--- src/hdl/dtwp_consts.svh ---
`ifndef DTWP_CONSTS_SVH
`define DTWP_CONSTS_SVH

// Byte addresses of each register's lowest byte, and byte counts
`define DTWP_CUR_BASE 12'h213
`define DTWP_CUR_LEN 12'h002
`define DTWP_FRW_BASE 12'h300
`define DTWP_FRW_LEN 12'h006
`define DTWP_CLAMP_BASE 12'h307
`define DTWP_CLAMP_LEN 12'h006
`define DTWP_PHASE_BASE 12'h30D
`define DTWP_PHASE_LEN 12'h002
`define DTWP_TIMER_BASE 12'h318
`define DTWP_TIMER_LEN 12'h003
`define DTWP_HCTRL_BASE 12'h31B
`define DTWP_HCTRL_LEN 12'h001
`define DTWP_CMD_ADDR 12'hA03
`define DTWP_RECORD_BASE 12'hD14
`define DTWP_RECORD_LEN 12'h006

// Field positions
`define DTWP_HCTRL_K_LSB 0
`define DTWP_HCTRL_K_MSB 2
`define DTWP_HCTRL_PERSIST 3
`define DTWP_HCTRL_FALLBACK 4
`define DTWP_CMD_CLEAR 2

// Reset values
`define DTWP_CLAMP_LO_RST 24'h000000
`define DTWP_CLAMP_HI_RST 24'hFFFFFF
`define DTWP_TIMER_RST 24'h000001
`define DTWP_CUR_RST 16'h0000
`define DTWP_PHASE_RST 16'h0000
`define DTWP_HCTRL_RST 8'h00

// Timing
`define DTWP_MS_NS 1000000
`define DTWP_CLK_PERIOD_NS 10
`define DTWP_DIV_STEPS 7'h48

`endif

--- src/hdl/dtwp_pkg.sv ---
package dtwp_pkg;

    // Loop operating mode, supplied by the loop controller
    typedef enum logic [1:0] {
        DTWP_FREE_RUN,
        DTWP_CLOSED,
        DTWP_HOLDOVER
    } dtwp_mode_type;

    // Whole state of the processor
    typedef struct packed {
        logic [15:0] cur;
        logic [47:0] frw;
        logic [23:0] clamp_lo;
        logic [23:0] clamp_hi;
        logic [15:0] phase_adj;
        logic [23:0] timer;
        logic [7:0] hctrl;
        logic [47:0] record;
        logic hist_valid;
        logic [47:0] hold_word;
        dtwp_mode_type prev_mode;
        logic [47:0] step_word;
        logic [47:0] accum;
        logic [15:0] phase_out;
        logic [7:0] rdata;
        logic [31:0] ms_count;
        logic [23:0] elapsed;
        logic [71:0] sum;
        logic [2:0] stage;
        logic [6:0] div_cnt;
        logic [71:0] div_q;
        logic [23:0] div_rem;
        logic [23:0] divisor;
        logic strobe;
        logic flag;
        logic [2:0] sync;
        logic pin_level;
    } dtwp_state_type;

endpackage : dtwp_pkg

--- src/hdl/dtwp_top.sv ---
// Contract
// - Accumulator wraps modulo two to forty-eight.
// - Add step word every sample cycle.
// - Wrap keeps remainder, never resets.
// - Add 16-bit phase offset to output.
// - Hold 10-bit converter full-scale current word.
// - Free-run uses free-run step register.
// - Closed loop uses loop filter word.
// - Holdover uses recorded step word history.
// - Clamp frequency between 24-bit limits always.
// - Reset limits span zero to sample rate.
// - Average over millisecond timer interval, minimum one.
// - Store memoryless average into history record.
// - Strobe each interval; sets flag when unmasked.
// - Restart on switch; clear unless persistent.
// - Clear history by command or pin.
// - No history: wait interval before storing.
// - K early averages at power-of-two fractions.
// - Later averages at full even intervals.
// - Holdover uses average captured before entry.
// - No history: free-run or last word.
`timescale 1ns/1ps
`default_nettype none
`include "dtwp_consts.svh"

module dtwp_top #(
    parameter int unsigned CYCLES_PER_MS = `DTWP_MS_NS / `DTWP_CLK_PERIOD_NS
) (
    input wire logic CLK,
    input wire logic RESET_N,
    input wire logic REG_WE,
    input wire logic [11:0] REG_ADDR,
    input wire logic [7:0] REG_WDATA,
    output logic [7:0] REG_RDATA,
    input wire dtwp_pkg::dtwp_mode_type LOOP_MODE,
    input wire logic [47:0] LOOP_STEP_WORD,
    input wire logic REF_SWITCH,
    input wire logic MFP_CLEAR_HISTORY,
    input wire logic HISTORY_IRQ_ENABLE,
    input wire logic HISTORY_FLAG_CLEAR,
    output logic HISTORY_STROBE,
    output logic HISTORY_UPDATED_FLAG,
    output logic HISTORY_VALID,
    output logic [47:0] STEP_WORD,
    output logic [47:0] ACCUMULATOR,
    output logic [15:0] PHASE_WORD,
    output logic [9:0] FULL_SCALE_CURRENT
);
    import dtwp_pkg::*;

    dtwp_state_type state_reg; // Registered state
    dtwp_state_type state_next; // Next state

    // Address falls inside a register's byte span
    function automatic logic in_rng(input logic [11:0] a, input logic [11:0] base, input logic [11:0] len);
        in_rng = (a >= base) && (a < base + len);
    endfunction : in_rng

    // Replace one byte of a multi-byte value, lowest address is LSB
    function automatic logic [47:0] put_byte(input logic [47:0] v, input logic [11:0] off, input logic [7:0] d);
        logic [47:0] t;
        t = v;
        t[{off[2:0], 3'b000} +: 8] = d;
        put_byte = t;
    endfunction : put_byte

    // Pick one byte of a multi-byte value
    function automatic logic [7:0] get_byte(input logic [47:0] v, input logic [11:0] off);
        get_byte = v[{off[2:0], 3'b000} +: 8];
    endfunction : get_byte

    // Next-state logic for the whole processor
    always_comb begin
        logic [47:0] tmp; // Byte-merge scratch
        logic [7:0] rd; // Read byte
        logic sw_clear; // Software clear command
        logic pin_rise; // Filtered pin rising edge
        logic clr; // History clear of either source
        logic tick; // One millisecond elapsed
        logic [47:0] sel; // Selected step word
        logic [47:0] clamped; // Step word after clamp
        logic [71:0] sum_new; // Sum including this sample
        logic [23:0] elp_new; // Sample count including this one
        logic [23:0] target; // Sample count of next average
        logic [24:0] trial; // Divider partial remainder
        logic ge; // Divider subtract succeeds
        tmp = 48'h000000000000;
        rd = 8'h00;
        sw_clear = 1'b0;
        pin_rise = 1'b0;
        clr = 1'b0;
        tick = 1'b0;
        sel = 48'h000000000000;
        clamped = 48'h000000000000;
        sum_new = 72'h0;
        elp_new = 24'h000000;
        target = 24'h000000;
        trial = 25'h0000000;
        ge = 1'b0;
        state_next = state_reg;
        state_next.strobe = 1'b0;

        // Byte writes into the register file
        if (REG_WE) begin
            if (in_rng(REG_ADDR, `DTWP_CUR_BASE, `DTWP_CUR_LEN)) begin
                tmp = put_byte({32'h00000000, state_reg.cur}, REG_ADDR - `DTWP_CUR_BASE, REG_WDATA);
                state_next.cur = tmp[15:0];
            end
            if (in_rng(REG_ADDR, `DTWP_FRW_BASE, `DTWP_FRW_LEN)) begin
                // Free-run word, one byte per write
                state_next.frw = put_byte(state_reg.frw, REG_ADDR - `DTWP_FRW_BASE, REG_WDATA);
            end
            if (in_rng(REG_ADDR, `DTWP_CLAMP_BASE, `DTWP_CLAMP_LEN)) begin
                // Lower limit in the low three bytes
                tmp = put_byte({state_reg.clamp_hi, state_reg.clamp_lo}, REG_ADDR - `DTWP_CLAMP_BASE, REG_WDATA);
                state_next.clamp_lo = tmp[23:0];
                state_next.clamp_hi = tmp[47:24];
            end
            if (in_rng(REG_ADDR, `DTWP_PHASE_BASE, `DTWP_PHASE_LEN)) begin
                // Open-loop phase offset word
                tmp = put_byte({32'h00000000, state_reg.phase_adj}, REG_ADDR - `DTWP_PHASE_BASE, REG_WDATA);
                state_next.phase_adj = tmp[15:0];
            end
            if (in_rng(REG_ADDR, `DTWP_TIMER_BASE, `DTWP_TIMER_LEN)) begin
                // Zero is not trapped; software must avoid it
                tmp = put_byte({24'h000000, state_reg.timer}, REG_ADDR - `DTWP_TIMER_BASE, REG_WDATA);
                state_next.timer = tmp[23:0];
            end
            if (REG_ADDR == `DTWP_HCTRL_BASE) begin
                // Whole byte kept; bits above four have no effect
                state_next.hctrl = REG_WDATA;
            end
            if (REG_ADDR == `DTWP_CMD_ADDR) begin
                sw_clear = REG_WDATA[`DTWP_CMD_CLEAR];
            end
        end

        // Registered read port, one cycle behind the address
        if (in_rng(REG_ADDR, `DTWP_CUR_BASE, `DTWP_CUR_LEN)) begin
            // Current word reads back all sixteen stored bits
            rd = get_byte({32'h00000000, state_reg.cur}, REG_ADDR - `DTWP_CUR_BASE);
        end else if (in_rng(REG_ADDR, `DTWP_FRW_BASE, `DTWP_FRW_LEN)) begin
            rd = get_byte(state_reg.frw, REG_ADDR - `DTWP_FRW_BASE);
        end else if (in_rng(REG_ADDR, `DTWP_CLAMP_BASE, `DTWP_CLAMP_LEN)) begin
            rd = get_byte({state_reg.clamp_hi, state_reg.clamp_lo}, REG_ADDR - `DTWP_CLAMP_BASE);
        end else if (in_rng(REG_ADDR, `DTWP_PHASE_BASE, `DTWP_PHASE_LEN)) begin
            rd = get_byte({32'h00000000, state_reg.phase_adj}, REG_ADDR - `DTWP_PHASE_BASE);
        end else if (in_rng(REG_ADDR, `DTWP_TIMER_BASE, `DTWP_TIMER_LEN)) begin
            rd = get_byte({24'h000000, state_reg.timer}, REG_ADDR - `DTWP_TIMER_BASE);
        end else if (REG_ADDR == `DTWP_HCTRL_BASE) begin
            rd = state_reg.hctrl;
        end else if (in_rng(REG_ADDR, `DTWP_RECORD_BASE, `DTWP_RECORD_LEN)) begin
            // Read-only; writes here are ignored
            rd = get_byte(state_reg.record, REG_ADDR - `DTWP_RECORD_BASE);
        end else begin
            // Unmapped and command addresses read zero
            rd = 8'h00;
        end
        // Registered so a read byte stands a whole cycle
        state_next.rdata = rd;

        // Three stages keep a metastable pin away from the clear
        // Pin synchroniser; first stage feeds only the second
        state_next.sync = {state_reg.sync[1:0], MFP_CLEAR_HISTORY};
        if (state_reg.sync[1] == state_reg.sync[2]) begin
            state_next.pin_level = state_reg.sync[2];
            pin_rise = state_reg.sync[2] & ~state_reg.pin_level;
        end
        clr = sw_clear | pin_rise;

        // Millisecond time base
        // Free-running from reset; first sample may come up to one ms late
        if (state_reg.ms_count >= 32'(CYCLES_PER_MS - 1)) begin
            state_next.ms_count = 32'h00000000;
            tick = 1'b1;
        end else begin
            state_next.ms_count = state_reg.ms_count + 32'h00000001;
        end

        // Sequential restoring divider, one quotient bit per cycle
        // Trades 72 cycles of latency for no wide combinational divider
        if (state_reg.div_cnt != 7'h00) begin
            trial = {state_reg.div_rem, state_reg.div_q[71]};
            ge = trial >= {1'b0, state_reg.divisor};
            state_next.div_q = {state_reg.div_q[70:0], ge};
            state_next.div_rem = ge ? 24'(trial - {1'b0, state_reg.divisor}) : trial[23:0];
            state_next.div_cnt = state_reg.div_cnt - 7'h01;
            if (state_reg.div_cnt == 7'h01) begin
                state_next.record = state_next.div_q[47:0];
                state_next.hist_valid = 1'b1;
                state_next.strobe = 1'b1;
            end
        end

        // History accumulation, paused outside closed loop
        if (clr || REF_SWITCH) begin
            state_next.sum = 72'h0;
            state_next.elapsed = 24'h000000;
            // Abort any division in flight
            state_next.div_cnt = 7'h00;
            state_next.strobe = 1'b0;
            state_next.record = state_reg.record;
            state_next.hist_valid = state_reg.hist_valid;
            state_next.stage = 3'h0;
            if (clr || !state_reg.hctrl[`DTWP_HCTRL_PERSIST]) begin
                state_next.hist_valid = 1'b0;
                state_next.record = 48'h000000000000;
                state_next.stage = state_reg.hctrl[`DTWP_HCTRL_K_MSB:`DTWP_HCTRL_K_LSB];
            end
        end else if (tick && LOOP_MODE == DTWP_CLOSED) begin
            sum_new = state_reg.sum + {24'h000000, LOOP_STEP_WORD};
            elp_new = state_reg.elapsed + 24'h000001;
            target = state_reg.timer >> state_reg.stage;
            state_next.sum = sum_new;
            state_next.elapsed = elp_new;
            // A checkpoint is skipped while the divider is busy
            // wait for checkpoint
            if (elp_new >= target && state_next.div_cnt == 7'h00) begin
                state_next.div_q = sum_new;
                state_next.div_rem = 24'h000000;
                state_next.divisor = elp_new;
                state_next.div_cnt = `DTWP_DIV_STEPS;
                if (state_reg.stage != 3'h0) begin
                    // Early average keeps accumulating
                    state_next.stage = state_reg.stage - 3'h1;
                end else begin
                    state_next.sum = 72'h0;
                    state_next.elapsed = 24'h000000;
                end
            end
        end

        // Status flag; a set in the clearing cycle wins
        if (HISTORY_FLAG_CLEAR) begin
            state_next.flag = 1'b0;
        end
        // Mask gates only the flag, never the strobe
        // flag when unmasked
        if (state_next.strobe && HISTORY_IRQ_ENABLE) begin
            state_next.flag = 1'b1;
        end

        // Holdover word latched once on entry
        // Later history updates leave a running holdover untouched
        state_next.prev_mode = LOOP_MODE;
        if (LOOP_MODE == DTWP_HOLDOVER && state_reg.prev_mode != DTWP_HOLDOVER) begin
            if (state_reg.hist_valid) begin
                state_next.hold_word = state_reg.record;
            end else if (state_reg.hctrl[`DTWP_HCTRL_FALLBACK]) begin
                state_next.hold_word = state_reg.step_word;
            end else begin
                state_next.hold_word = state_reg.frw;
            end
        end

        // Step word source selection
        case (LOOP_MODE)
            DTWP_FREE_RUN: begin
                sel = state_reg.frw;
            end
            DTWP_CLOSED: begin
                sel = LOOP_STEP_WORD;
            end
            DTWP_HOLDOVER: begin
                sel = state_next.hold_word;
            end
            default: begin
                // Unused mode code behaves as free-run
                sel = state_reg.frw;
            end
        endcase

        // Upper test first, so with crossed limits a word above the upper limit saturates high, any other goes low
        // clamp in all modes
        if (sel[47:24] > state_reg.clamp_hi) begin
            clamped = {state_reg.clamp_hi, 24'hFFFFFF};
        end else if (sel[47:24] < state_reg.clamp_lo) begin
            clamped = {state_reg.clamp_lo, 24'h000000};
        end else begin
            clamped = sel;
        end
        state_next.step_word = clamped;

        // Plain 48-bit overflow gives the modulo wrap
        // modulo wrap
        state_next.accum = state_reg.accum + state_reg.step_word;
        // Top sixteen bits only; lower bits are below phase resolution
        // phase offset added
        state_next.phase_out = state_reg.accum[47:32] + state_reg.phase_adj;
    end

    // State register; reset gives constants only
    // Asynchronous, so outputs are idle before the clock starts
    always_ff @(posedge CLK or negedge RESET_N) begin
        if (!RESET_N) begin
            state_reg <= '0;
            state_reg.clamp_lo <= `DTWP_CLAMP_LO_RST;
            state_reg.clamp_hi <= `DTWP_CLAMP_HI_RST;
            state_reg.timer <= `DTWP_TIMER_RST;
            state_reg.cur <= `DTWP_CUR_RST;
            state_reg.phase_adj <= `DTWP_PHASE_RST;
            state_reg.hctrl <= `DTWP_HCTRL_RST;
            state_reg.prev_mode <= DTWP_FREE_RUN;
        end else begin
            state_reg <= state_next;
        end
    end

    // Outputs straight from state flops
    assign REG_RDATA = state_reg.rdata;
    assign HISTORY_STROBE = state_reg.strobe;
    assign HISTORY_UPDATED_FLAG = state_reg.flag;
    assign HISTORY_VALID = state_reg.hist_valid;
    assign STEP_WORD = state_reg.step_word;
    assign ACCUMULATOR = state_reg.accum;
    assign PHASE_WORD = state_reg.phase_out;
    // Upper six bits of the current word are stored but unused
    assign FULL_SCALE_CURRENT = state_reg.cur[9:0];

endmodule : dtwp_top

`default_nettype wire

--- config.mk ---
export PLATFORM = sky130hd
export DESIGN_NAME = dtwp_top
export DESIGN_NICKNAME = d
export VERILOG_FILES = /design/src/hdl/dtwp_pkg.sv /design/src/hdl/dtwp_top.sv
export VERILOG_INCLUDE_DIRS = /design/src /design/src/hdl
export SDC_FILE = /design/constraint.sdc
export NUM_CORES = 2
export LEC_CHECK = 0
export BUFFER_PORTS_ARGS = -buffer_cell sky130_fd_sc_hd__buf_2
export CAP_MARGIN = 20
export CORE_MARGIN = 4
export CORE_UTILIZATION = 45
export DETAILED_ROUTE_END_ITERATION = 10
export PLACE_DENSITY = 0.65
export SLEW_MARGIN = 20
export SYNTH_ARGS = -nofsm -noshare
export SYNTH_HDL_FRONTEND = slang
export SYNTH_SLANG_ARGS = --single-unit
--- constraint.sdc ---
create_clock -name CLK -period 5.7 [get_ports CLK]
set_clock_uncertainty 0.05 [all_clocks]
set_input_delay 1.71 -clock CLK [delete_from_list [all_inputs] [get_ports CLK]]
set_output_delay 1.71 -clock CLK [all_outputs]
set_load 0.005 [all_outputs]
* Word-level counts from Yosys, hierarchy flattened
Index checks and enable logic that the tools add are counted.
Storage, ports and cells: register bits 643, bits of input ports 77, output and inout bits 133, logic and storage cells 164
Operators by class: add/subtract/negate cells 19, order comparisons 17, eq/ne operators 8, shifts and indexed selects 17, muxes and demuxes 41, bitwise operators 4, reductions and logical operators 31
Operator list (count):
- 226-bit two-way mux | 2
- 48-bit by 7-bit variable part select with 8-bit output | 6
- 48-bit bitwise mux | 5
- 48-bit two-way mux | 5
- 8-bit by 8-bit variable shift with 48-bit output (first input constant) | 5
- 8-bit by 8-bit variable part select with 48-bit output | 5
- 49-bit two-way mux | 4
- 120-bit two-way mux | 1
- 106-bit two-way mux | 1
- 103-bit two-way mux | 1
- 96-bit two-way mux | 1
- 48-bit case mux with 2 select lines | 1
- 72-bit by 48-bit adder with 72-bit output | 1
- 12-bit by 10-bit >= comparator with 1-bit output (second input constant) | 5
- 12-bit by 10-bit less-than comparator with 1-bit output (second input constant) | 5
- 8-bit two-way mux | 7
- 48-bit adder | 1
- 6-bit negation with 8-bit output | 5
- 32-bit by 1-bit adder with 32-bit output (second input constant) | 1
- 32-bit by 17-bit >= comparator with 1-bit output (second input constant) | 1
- 32-bit two-way mux | 1
- 25-bit by 24-bit >= comparator with 1-bit output | 1
- 24-bit by 1-bit adder with 24-bit output (second input constant) | 1
- 24-bit >= comparator | 1
- other kinds (34) | 70

* Longest topological paths before layout
depth in word-level cells 9, mapped depth 22, mapped depth without buffers 18

* Worst setup path before layout
OpenSTA, ideal clock, no wires.
path type in2reg, start point in LOOP_MODE[0], end point reg state_reg, in the netlist STEP_WORD[41], setup time 0.135 ns, arrival time 5.351 ns, data required time 5.515 ns, slack 0.164 ns, stages 22, buffers on the path 4, path through inv_1 > ha_1 > o21ai_1 > clkbuf_1 > clkbuf_1 > nand2_1 > o21ai_0 > a22oi_1 > o21ai_0 > ha_1 > a21o_1 > a21o_1 > a21oi_1 > nor2b_1 > o21ai_0 > a21oi_1 > o31a_1 > nor4_2 > buf_4 > buf_4 > mux2i_1 > a21oi_1
RTL lines:
- start: declaration | RTL line dtwp_top.sv:35 | input wire dtwp_pkg::dtwp_mode_type LOOP_MODE,
- end signal: assignment | RTL line dtwp_top.sv:305 | state_reg <= state_next;
- end: declaration | RTL line dtwp_top.sv:51 | dtwp_state_type state_reg;

* Final worst setup path
start point reg state_reg[208] (netlist name), end point reg state_reg[186] (netlist name)
Between the ends: longest elaborated chain between the ends 6
Ends and longest elaborated chain:
- 24-bit by 1-bit adder with 24-bit output | RTL line dtwp_top.sv:212 | elp_new = state_reg.elapsed + 24'h000001;
- 24-bit >= comparator | RTL line dtwp_top.sv:218 | if (elp_new >= target && state_next.div_cnt == 7'h00) begin
- 1-bit logical AND | RTL line dtwp_top.sv:218
- 226-bit two-way mux | RTL line dtwp_top.sv:218
- 226-bit two-way mux | RTL line dtwp_top.sv:210 | end else if (tick && LOOP_MODE == DTWP_CLOSED) begin
- 106-bit two-way mux | RTL line dtwp_top.sv:196 | if (clr || REF_SWITCH) begin
No other way between the ends. The select of a mux whose other input is x is not followed. A chain may end at the register's enable or synchronous reset.

==> flow_summary.yaml <==
finish:
  nets: 4668
  fin_util_pct: 50.1
  largest_register_ffs: 508
  drive_gt1_share_pct: 14.0
  design_area_um2: 43700
  area_growth_syn_to_layout_pct: 9.70
  fillers: 8181
critical_path:
  worstSetupPathType: "flop to flop"
  cp_cell_sequence: "ha_1, nand3_1, nor2_1, nand2_1, xor2_1, inv_1, ha_1, o21a_1, o21ai_0, a21oi_1, a2111oi_1, nor3_1, o41ai_2, a211oi_2, nand2b_4, or3_1, o21ai_0"
  crit_path_end_kind: "flop"
  required_ns: 6.19
  cp_top_family: "simple AND/OR/NAND/NOR gates"
  path_buf_inv: 1
  critPathSlowestCell: "dfrtp_1"
  startpoint_type: "flop"
  cp_max_fo: 53
  critical_path.max_stage_delay_ns: 0.58
  arrival_ns: 5.59
route:
  top_layer: "met4"
  first_pass_iters: 5
  viasPerCell: 5.88
  finalWirelength_um: 124000
  vias: 32800
  postRouteAntennaNets: 0
  wl_met1_um: 56800
  wl_met3_um: 10300
  drc: 0
  drt_iter0_drc: 2768
  dr_wl_met2_um: 53300
  drt-wirelength-per-cell_um: 22.2
global_route:
  grt_max_degree: 104
  grt_pass1_wl_um: 189000
  grt_pass1_vias: 31000
  grt-ovfl-total: 0
  grtUsageTotal_pct: 25.8
  grt_antenna_before_repair: 3
yosys:
  ys_ff_latch: 643
  synth_cell_types: 87
  synth_edf_count: 0
  ys_seq_area_share_pct: 40.4
  avgSynthCellArea_um2: 9.13
  yosys_warnings: 0
  synthCells: 4367
  synthArstFlopShare_pct: 100
  synth-main-ff-cell: "dfrtp_1"
  syn_area_um2: 39900
cts:
  postCtsHoldBufs: 0
  numCtsBuffers: 75
  tritoncts: "done"
  post_cts_buffers: 0
  root_buffer: "clkbuf_16"
  clock_latency_ns: 0.64
  cts.sinks: 643
  cts-resized-gates: 0
  path_clk_slew_ns: 0.06
  h-tree-depth: 3
  clock_path_buffers: 3
sta:
  holdWs_ns: 0.305
  drv_slew: 0
  clock.fmax_ghz: 0.196
  fin_crit_ns: 5.10
  slew-limit-headroom_pct: 33.7
  finalHoldViolCount: 0
  post-route-period-util_pct: 89.4
  rsz0062_at_grt: "no"
  worst_slew_pin_slew_ns: 0.995
  tns_ns: 0
  finalSetupViolations: 0
pwr:
  vdd_drop_max_mv: 0.327
  total_power_mw: 17.2
  p_leak_nw: 20.1
  p_per_area_nw_per_um2: 394
floorplan:
  start_util_pct: 45.7
  die_h_um: 306
  fp-row-count: 108
  design.core.area_um2: 87300
  dieArea_um2: 93400
  die_w_um: 306
  io_pins: 210
place:
  hpwl_um: 92300
  placed_cell_area_um2: 41200
  globalplace.congestion: 0.926
  portBuffers: 209
run_status:
  status: "complete, no violations"
run:
  cap_violations: 0
min_path:
  min_path_type: "flop to flop"
## routing by layer
metal  vias to the layer above  global-route usage, %
met2                      1223                   38.5
met5                         -                      0
met4                         0                   6.91
li1                      15400                      -
met3                       175                   5.57
met1                     16100                   38.0
## cells in the final DEF, fill, tap and decap left out, drive strengths merged, types with 45 or more instances in the layout
cell type and instances:
dfrtp 618, nand2 547, o21ai 412, a21oi 339
nor2 296, buf 282, ha 225, inv 176
mux2i 169, mux2 116, xnor2 112, clkbuf 101
nand3 90, a21o 81, nor3 67, xor2 65
and3 59, a22oi 59, a211oi 54, a22o 45
## metrics by stage
step,std cells,setup WS [ns]
floorplan,4381,0.164
global placement,5439,0.257
detailed placement,5439,0.139
CTS,5575,0.674
global route,5579,0.174
finish,5579,0.602
## cell type report
class / count / area, µm² / share of cell area, %
diodes: 3 / 7.51 / 0.0172
clock buffers: 100 / 2090 / 4.78
clock inverters: 36 / 412 / 0.941
inverters: 171 / 642 / 1.47
multi-input cells: 3188 / 21200 / 48.6
flip-flops and latches: 643 / 16100 / 36.9
well taps: 1155 / 1450 / 3.30
repair buffers: 283 / 1780 / 4.06
## synth_stat cells, drive strengths merged, types with 25 or more instances
library cell  number  share of area, %
buf              198               3.3
nand4             35              0.55
nand2b            25              0.41
a211oi            54               1.1
a22o              45              0.99
nor2b             27              0.42
o21ai            412               5.2
ha               225               7.1
dfstp             25               1.6
nand3             90               1.1
mux4              29               1.6
xnor2            112               2.5
o211ai            30              0.56
a21oi            339               4.3
nor2             296               2.8
a21o              81               1.5
clkbuf           181               1.7
mux2             116               3.3
mux2i            169               4.2
inv              170               1.6
nor3              67              0.89
and3              59              0.93
dfrtp            618                39
a22oi             59               1.1
nand2            547               5.2
xor2              65               1.4
a31oi             32              0.50
## logic make-up (layout without fill, tap and decap cells)
logic type	count (synthesis)	after routing	share of synthesized area, %
and+or+nand+nor	1242	1242	14.0
AOI/OAI and AO/OA	1210	1210	18.5
DFF	643	643	40.4
buffers and inverters	550	590	6.63
muxes	314	314	9.16
adders and majority gates	230	230	7.29
xor gates and xnor gates	177	177	3.89
other	1	18	0.00941
## final timing paths
path,start,end,slack (ns),depth (start not counted)
min in group asynchronous,RESET_N,PHASE_WORD[12],1.04,1
min reg2reg,state_next[2],state_next[3],0.31,0
max in group asynchronous,RESET_N,state_reg[446],3.33,2
max reg2reg,state_reg[208],state_reg[186],0.60,17
max,state_reg[208],state_reg[186],0.60,17
min,state_next[2],state_next[3],0.31,0
## power by group
group	internal [mW]	switching, mW
logic	2.59	3.66
clock network	2.88	2.09
registers	5.39	0.636
total	10.9	6.38
(Power assumes the default switching activity.)
